[src/mgc_pkg.sv]
// package for the mapper global control and alarm block
// assumes a single 125 MHz system clock domain
package mgc_pkg;
  localparam int unsigned MGC_CLK_MHZ = 125;
  localparam int unsigned MGC_CHANNELS = 3;
  // hardware reset least low time, ns
  localparam int unsigned MGC_HRST_MIN_NS = 200;
  // desync fifo reset indication window, us
  localparam int unsigned MGC_DFR_MIN_US = 125;
  localparam int unsigned MGC_DFR_MAX_US = 250;
  localparam int unsigned MGC_DFR_MIN_CYC = MGC_DFR_MIN_US * MGC_CLK_MHZ;
  localparam int unsigned MGC_DFR_MAX_CYC = MGC_DFR_MAX_US * MGC_CLK_MHZ;
  // pulse lands mid window for margin
  localparam int unsigned MGC_DFR_CYC = (MGC_DFR_MIN_CYC + MGC_DFR_MAX_CYC) / 2;
  // clock presence watchdog: system cycles with no edge means absent
  localparam int unsigned MGC_CLK_LOSS_CYC = 16;
  localparam logic MGC_FLAG_RST = 1'b0;
  localparam logic MGC_ROUTE_RST = 1'b0;
  localparam int unsigned MGC_PATH_FLAG_BIT = 0;
  localparam int unsigned MGC_SONET_FLAG_BIT = 1;
  localparam int unsigned MGC_ROUTE_BIT = 7;
  localparam int unsigned MGC_GSOFT_BIT = 0;
endpackage : mgc_pkg

[src/mgc_ctrl.sv]
// global control, external alarm and desync reset indication logic
// assumes sys_clk at 125 MHz; pins and alarm clocks arrive asynchronous
`timescale 1ns/1ps
// Function
// ds3 alarm clock at 44.736 MHz
// ds3 prbs falls back to alarm clock
// e3 alarm clock at 34.368 MHz
// e3 prbs falls back to alarm clock
// timing select high: independent bus timing
// timing select low: add timed by drop
// reset low clears, presets, floats outputs
// reset held low 200 ns, clocks running
// routing enabled path alarm sets flag
// routing enabled ignores in-band e1 ais
// sonet alarm input sets its flag
// float control low tristates all outputs
// reset indication high 125 to 250 us
// four events trigger reset indication
module mgc_ctrl
  import mgc_pkg::*;
#(
  parameter int unsigned CH = MGC_CHANNELS,
  parameter int unsigned DFR_CYC = MGC_DFR_CYC,
  parameter int unsigned LOSS_CYC = MGC_CLK_LOSS_CYC
) (
  input wire logic sys_clk,
  input wire logic srst,
  input wire logic hw_reset_n,
  input wire logic float_ctrl_n,
  input wire logic add_side_timing_select,
  input wire logic ds3_alarm_clock,
  input wire logic e3_alarm_clock,
  input wire logic ds3_mode,
  input wire logic tx_line_clk_present,
  input wire logic rx_line_clk_present,
  input wire logic alarm_routing_enable,
  input wire logic global_soft_reset,
  input wire logic [CH-1:0] channel_soft_reset,
  input wire logic [CH-1:0] fifo_slip,
  input wire logic [CH-1:0] path_alarm_input,
  input wire logic [CH-1:0] external_sonet_alarm_input,
  input wire logic [CH-1:0] inband_ais,
  input wire logic [CH-1:0] flag_clear,
  output logic [CH-1:0] ext_path_alarm_flag,
  output logic [CH-1:0] ext_sonet_alarm_flag,
  output logic [CH-1:0] upstream_ais,
  output logic [CH-1:0] desync_fifo_reset_flag,
  output logic [CH-1:0] desync_fifo_reset_flag_oe,
  output logic ds3_ais_clock_ok,
  output logic e3_ais_clock_ok,
  output logic tx_prbs_use_alarm_clk,
  output logic rx_prbs_use_alarm_clk,
  output logic add_timing_from_drop,
  output logic internal_reset,
  output logic outputs_float
);
  localparam int unsigned DW = $clog2(DFR_CYC + 1);
  localparam int unsigned LW = $clog2(LOSS_CYC + 1);
  localparam logic [DW-1:0] DFR_LOAD = DW'(DFR_CYC);
  localparam logic [LW-1:0] LOSS_LOAD = LW'(LOSS_CYC);

  // two-flop synchronisers for the pin inputs; channel_soft_reset, flag_clear and inband_ais enter unsynchronised
  localparam int unsigned NS = 3 * CH + 11;
  logic [NS-1:0] s1_q, s2_q, s3_q;
  logic [NS-1:0] pins;
  assign pins = {path_alarm_input, external_sonet_alarm_input, fifo_slip,
                 hw_reset_n, float_ctrl_n, add_side_timing_select,
                 ds3_alarm_clock, e3_alarm_clock, tx_line_clk_present,
                 rx_line_clk_present, ds3_mode, alarm_routing_enable,
                 global_soft_reset, 1'b0};
  always_ff @(posedge sys_clk) begin
    if (srst) begin
      s1_q <= '0;
      s2_q <= '0;
      s3_q <= '0;
    end else begin
      s1_q <= pins;
      s2_q <= s1_q;
      s3_q <= s2_q;
    end
  end
  logic [CH-1:0] pa_s, sa_s, slip_s;
  logic hrst_n_s, flt_n_s, tsel_s, dclk_s, eclk_s, txp_s, rxp_s, ds3_s;
  logic route_s, gsr_s, dclk_p, eclk_p, unused_s;
  assign {pa_s, sa_s, slip_s, hrst_n_s, flt_n_s, tsel_s, dclk_s, eclk_s,
          txp_s, rxp_s, ds3_s, route_s, gsr_s, unused_s} = s2_q;
  // third-flop copies of alarm clocks and hw reset, for edge detection
  assign dclk_p = s3_q[7];
  assign eclk_p = s3_q[6];
  logic hrst_n_p;
  assign hrst_n_p = s3_q[10];

  // hardware reset low: internal reset and float
  assign internal_reset = srst | ~hrst_n_s;
  // timing mode follows the select pin
  assign add_timing_from_drop = ~tsel_s;
  // float control low, or hw reset low, tristates outputs
  assign outputs_float = ~flt_n_s | ~hrst_n_s;

  // alarm clock presence watchdogs; edge seen on synced copy
  logic [LW-1:0] dwd_q, ewd_q;
  always_ff @(posedge sys_clk) begin
    if (srst) begin
      dwd_q <= '0;
    end else if (dclk_s != dclk_p) begin
      dwd_q <= LOSS_LOAD;
    end else if (dwd_q != '0) begin
      dwd_q <= dwd_q - LW'(1);
    end
  end
  always_ff @(posedge sys_clk) begin
    if (srst) begin
      ewd_q <= '0;
    end else if (eclk_s != eclk_p) begin
      ewd_q <= LOSS_LOAD;
    end else if (ewd_q != '0) begin
      ewd_q <= ewd_q - LW'(1);
    end
  end
  // without the alarm clock no ais can be generated
  assign ds3_ais_clock_ok = (dwd_q != '0);
  assign e3_ais_clock_ok = (ewd_q != '0);

  // prbs backup: fall back when line clock absent and alarm clock runs
  always_comb begin
    if (ds3_s) begin
      tx_prbs_use_alarm_clk = ~txp_s & ds3_ais_clock_ok;
      rx_prbs_use_alarm_clk = ~rxp_s & ds3_ais_clock_ok;
    end else begin
      tx_prbs_use_alarm_clk = ~txp_s & e3_ais_clock_ok;
      rx_prbs_use_alarm_clk = ~rxp_s & e3_ais_clock_ok;
    end
  end

  // per-channel flags and desync reset pulse
  logic hrst_fall;
  assign hrst_fall = hrst_n_p & ~hrst_n_s;
  logic gsr_p_q;
  logic [CH-1:0] csr_p_q;
  always_ff @(posedge sys_clk) begin
    if (srst) begin
      gsr_p_q <= 1'b0;
      csr_p_q <= '0;
    end else begin
      gsr_p_q <= gsr_s;
      csr_p_q <= channel_soft_reset;
    end
  end
  genvar g;
  generate
    for (g = 0; g < CH; g++) begin : g_ch
      logic pflag_q, sflag_q;
      logic [DW-1:0] dcnt_q;
      logic trig;
      // set wins over clear; hw reset clears the flags
      always_ff @(posedge sys_clk) begin
        if (internal_reset) begin
          pflag_q <= MGC_FLAG_RST;
        end else if (route_s && pa_s[g]) begin
          pflag_q <= 1'b1;
        end else if (flag_clear[g]) begin
          pflag_q <= 1'b0;
        end
      end
      always_ff @(posedge sys_clk) begin
        if (internal_reset) begin
          sflag_q <= MGC_FLAG_RST;
        end else if (sa_s[g]) begin
          sflag_q <= 1'b1;
        end else if (flag_clear[g]) begin
          sflag_q <= 1'b0;
        end
      end
      assign ext_path_alarm_flag[g] = pflag_q;
      assign ext_sonet_alarm_flag[g] = sflag_q;
      // in-band ais masked while routed to pin
      assign upstream_ais[g] = route_s ? pflag_q : inband_ais[g];
      // any of four events restarts the pulse
      assign trig = hrst_fall | (gsr_s & ~gsr_p_q) |
                    (channel_soft_reset[g] & ~csr_p_q[g]) | slip_s[g];
      // counter survives hw reset so the reset pulse itself is seen
      always_ff @(posedge sys_clk) begin
        if (srst) begin
          dcnt_q <= '0;
        end else if (trig) begin
          dcnt_q <= DFR_LOAD;
        end else if (dcnt_q != '0) begin
          dcnt_q <= dcnt_q - DW'(1);
        end
      end
      assign desync_fifo_reset_flag[g] = (dcnt_q != '0);
      assign desync_fifo_reset_flag_oe[g] = ~outputs_float;
    end
  endgenerate
endmodule : mgc_ctrl

[config.mk]
export PLATFORM = sky130hd
export DESIGN_NAME = mgc_ctrl
export DESIGN_NICKNAME = d
export VERILOG_FILES = /design/src/mgc_pkg.sv /design/src/mgc_ctrl.sv
export SDC_FILE = /design/constraint.sdc
export NUM_CORES = 1
export LEC_CHECK = 0
export ABC_AREA = 1
export BUFFER_PORTS_ARGS = -buffer_cell sky130_fd_sc_hd__buf_2
export CELL_PAD_IN_SITES_DETAIL_PLACEMENT = 0
export CELL_PAD_IN_SITES_GLOBAL_PLACEMENT = 1
export CORE_AREA = 2 2 110 112
export DETAILED_ROUTE_END_ITERATION = 8
export DIE_AREA = 0 0 112 114
export PLACE_DENSITY_LB_ADDON = 0.12
export SLEW_MARGIN = 25
export SYNTH_ARGS = -nofsm -noshare
export SYNTH_HDL_FRONTEND = slang
export SYNTH_SLANG_ARGS = --single-unit
[constraint.sdc]
create_clock -name sys_clk -period 1.7 [get_ports sys_clk]
set_input_delay 0.34 -clock sys_clk [delete_from_list [all_inputs] [get_ports sys_clk]]
set_output_delay 0.34 -clock sys_clk [all_outputs]
set_load 0.05 [all_outputs]
======== Word-level counts from Yosys, hierarchy flattened ========
Index checks and enable logic that the tools add are counted.
operators by class
  multiplexer cells ....................... 24
  add/subtract/negate cells ............... 5
  bitwise operators ....................... 28
  equal/unequal tests ..................... 2
  reduce and logical (&&, ||, !) cells .... 24
operator list
  operator                                                               number
  15-bit two-way mux                                                     6
  15-bit nonzero test                                                    3
  15-bit by 1-bit subtractor with 15-bit output (second input constant)  3
  2-bit nonzero test                                                     11
  5-bit two-way mux                                                      4
  1-bit two-way mux                                                      14
  1-bit NOT                                                              10
  5-bit nonzero test                                                     2
  2-bit OR reduction                                                     5
  5-bit by 1-bit subtractor with 5-bit output (second input constant)    2
  1-bit AND                                                              9
  1-bit bitwise OR                                                       9
  1-bit logical AND                                                      3
  1-bit != test                                                          2
word-level totals
  bits in registers ....................... 116
  logic and storage cells ................. 105
  output and inout bits ................... 22

======== Logic depth before layout (Yosys ltp) ========
  word-level depth ........................ 6
  mapped depth ............................ 10
  gate-level depth less buffers ........... 10

======== Least setup slack after synthesis ========
No wires, ideal clock.
  path kind ............................... register -> output
  start point ............................. register ewd_q[0]
  end point ............................... output rx_prbs_use_alarm_clk
  stages on the path, launching flop included .. 10
  required time ........................... 1.360 ns
  path slack .............................. -0.587 ns
  arrival time ............................ 1.947 ns
  path buffers ............................ 0
  cell sequence ........................... dfxtp_1 -> inv_1 -> ha_1 -> nand2_1 -> nor2_1 -> inv_1 -> nor2_2 -> inv_1 -> o21ai_1 -> nor2_1
between the ends
  cells in the longest elaborated chain, start to end .. 3
RTL lines
  what                    line             source
  start, declared         mgc_ctrl.sv:101  logic [LW-1:0] dwd_q, ewd_q;
  start signal, assigned  mgc_ctrl.sv:117  ewd_q <= ewd_q - LW'(1);
  5-bit nonzero test      mgc_ctrl.sv:122  assign e3_ais_clock_ok = (ewd_q != '0);
  via e3_ais_clock_ok     mgc_ctrl.sv:50   output logic e3_ais_clock_ok,
  1-bit AND               mgc_ctrl.sv:131  rx_prbs_use_alarm_clk = ~rxp_s & e3_ais_clock_ok;
  1-bit two-way mux       mgc_ctrl.sv:126  if (ds3_s) begin
  end, declared           mgc_ctrl.sv:52   output logic rx_prbs_use_alarm_clk,
The timed path passes the listed nets, and every way through them passes these cells.

======== Final worst setup path ========
  start point ............................. register ewd_q[0]
  end point ............................... output rx_prbs_use_alarm_clk
between the ends
  cells in the longest elaborated chain, start to end .. 3
RTL lines
  what                line
  5-bit nonzero test  mgc_ctrl.sv:122
  1-bit AND           mgc_ctrl.sv:131
  1-bit two-way mux   mgc_ctrl.sv:126
No other way between the ends.

==> reports/results.tsv <==
metric	value	unit
outcome	finished, violations left	
violations	negative setup slack	
peakVddDrop	1.46	mV
timing.setup.tns	-1.13	ns
fin_cells	895	
power.share.clock	0.267	
grt_pass1_wl	17.6	mm
fin_ws	-0.384	ns
arrival	1.74	ns
synth_compound_area_frac	0.0704	
internal_power	5.38	mW
final_core_util	0.530	
powerDensity	1300	nW/um^2
syn2layout_area_growth	30.8	%
cts_buffers	9	
gp_congestion	0.814	
vias	4148	
design_area	6210	sq um
layout_worst_path_cycle_share	1.23	
ys_warn_count	0	
yosysTopAreaCellShare	0.447	
synth_top_family_by_area	simple AND/OR/NAND/NOR gates	
syn-instance-count	644	
overflow	0	
switching_share	0.335	
ys.flop_type	dfxtp_1	
async_flop_share	0	
p_leak	2.94	nW
drc	0	
synth.avg_cell_area	7.37	sq um
worstMarginPinSlew	0.458	ns
synthSimpleGateAreaFrac	0.317	
relSlewSlack	0.694	
coreArea	11700	sq um
synth_xor_area_frac	0.0332	
grt_max_degree	72	
hold_path_class	in2reg	
multi_input_area	2390	sq um
n_fill_cell	1145	
synthAdderAreaFrac	0.0211	
placedCellCount	839	
synth_mux_area_frac	0.00712	
fmax	0.480	GHz
synth.distinct_cells	33	
cts.clk_slew.worst_paths	0.07	ns
syn_nets	682	
routed_via_density	4.63	
cts_tree	yes	
rows	40	
clock-root-buffer	clkbuf_16	
clk_path_buf_depth	2	
setup_viol	3	
initial_core_util	0.405	
yosys_register_bits	106	
postRouteAntennaNets	0	
cts.sinks	106	
criticalPathCategory	reg2out	
register_area	2160	sq um
worst_skew_pair.late_latency	0.35	ns
p_sw	2.70	mW
synthesis.area	4740	sq um
worstSetupEndpointType	output pin	
cp_max_fo	2	
crit_path_start_kind	flop	
seqPwrFrac	0.361	
die_area	12800	sq um
wirelength	10.6	mm
placed_area	5250	sq um
dr.first_iter.drc_count	176	
synthTopCellsByCount	nand2_1, nor2_1, dfxtp_1, inv_1, nand3_1	
period_minus_slack	2.08	ns
synth_top_area_cell	dfxtp_1	
required	1.36	ns
io_buffers	51	
rsz0062_at_grt	yes	
track_usage	0.168	
final_layout_size_suffix_gt1_frac	0.330	
diodes	0	
netlist_top_cells_area	dfxtp_1, nand2_1, nor2_1, inv_1, nand3_1	
synth_edf_count	0	
yosysSeqAreaShare	0.447	
fp.dieH	114	um
fin_nets	781	
pwr-share-comb	0.373	
cap_violations	0	
ioPinCount	52	
hold_viol	0	
h-tree-depth	3	
antenna_found_initial	0	
wl_per_cell	11.8	um
fin_skew	0.00854	ns
dpl.hpwl	6.99	mm
slew_violations	0	
dr.pass1.iters	5	
grt_pass1_vias	3918	
die_w	112	um
logic make-up after synthesis:
kind of cell / count (synthesis)
and+or+nand+nor: 335
buffers and inverters: 119
DFF: 106
AOI/OAI and AO/OA: 55
xor gates and xnor gates: 18
adders and majority gates: 8
muxes: 3
worst max-delay path: stages (launching register included):
cell and delay, ns:
dfxtp_2 0.33, inv_2 0.07, ha_4 0.13, nand2_2 0.04, nor2_2 0.10, inv_2 0.06
nor2_4 0.12, clkinvlp_4 0.13, o21ai_4 0.22, nor2_4 0.05, buf_6 0.15
worst paths after layout:
path	from	endpoint	slack (ns)	cells after the start
max	ewd_q[0]$_SDFFE_PP0N_	rx_prbs_use_alarm_clk	-0.38	10
min	fifo_slip[2]	s1_q[13]$_SDFF_PP0_	0.19	3
max reg2reg	ewd_q[0]$_SDFFE_PP0N_	ewd_q[4]$_SDFFE_PP0P_	0.10	13
min reg2reg	s1_q[2]$_SDFF_PP0_	s2_q[2]$_SDFF_PP0_	0.40	2
what timing repair did:
action                     4_1_cts  5_1_grt
buffers inserted                26       21
gates cloned                     0        0
hold buffers                     0        0
gates resized for setup         66       51
setup endpoints to repair       10        9
pin swaps                       20       20
cell type report:
cell class / instances / area share
inverter: 100 / 0.0625
timing repair buffer: 107 / 0.125
clock buffer: 9 / 0.0363
sequential: 106 / 0.348
multi-input combinational: 419 / 0.385
clock inverter: 7 / 0.0139
tap: 147 / 0.0296
stage by stage:
step	power [mW]	hold slack, ns	worst slack (ns)
after floorplan	4.42	0.388	-0.207
after global placement	4.93	0.390	-0.0799
after detailed placement	4.96	0.392	-0.0916
after CTS	7.78	0.174	-0.350
after global routing	8.59	0.179	-0.498
final	8.08	0.186	-0.384
registers in the layout (all words and copies together) (netlist names):
name          cells
g_ch.dcnt_q      45
g_ch.pflag_q      3
s2_q             19
ewd_q             5
csr_p_q           3
dwd_q             5
g_ch.sflag_q      3
s3_q              4
s1_q             19
metal layers:
layer | GRT usage | wire length, um | share of wire
met5 | 0 | 0 | 0
met4 | 0.0423 | 144 | 0.014
met1 | 0.209 | 4800 | 0.45
met2 | 0.287 | 5220 | 0.49
met3 | 0.0526 | 397 | 0.038
power groups by stage:
stage | registers (mW) | clock network [mW] | logic [mW]
floorplan | 2.89 | 0 | 1.53
global placement | 2.93 | 0 | 2.00
detailed placement | 2.93 | 0 | 2.03
CTS | 2.89 | 2.23 | 2.66
global route | 2.94 | 2.31 | 3.33
finish | 2.92 | 2.15 | 3.01
cells in the final DEF, fill, tap and decap left out, types with 3 or more instances in the layout:
master	count
a21oi_1	34
inv_1	82
dfxtp_1	80
clkbuf_16	9
ha_4	5
a21oi_2	8
buf_4	49
nor3_1	7
nand2_1	110
dfxtp_2	23
ha_1	3
nand2_4	4
mux2_2	3
xnor2_1	9
o21bai_1	6
nand3_1	41
nand3b_1	5
nand4_1	5
nand2_2	14
nor2_4	17
nor2_1	103
buf_2	44
xor2_1	9
buf_6	8
nor3_4	4
buf_8	5
inv_2	12
dfxtp_4	3
nor2_2	17
o21ai_0	3
Note: power is estimated with default switching activity, not from simulation.
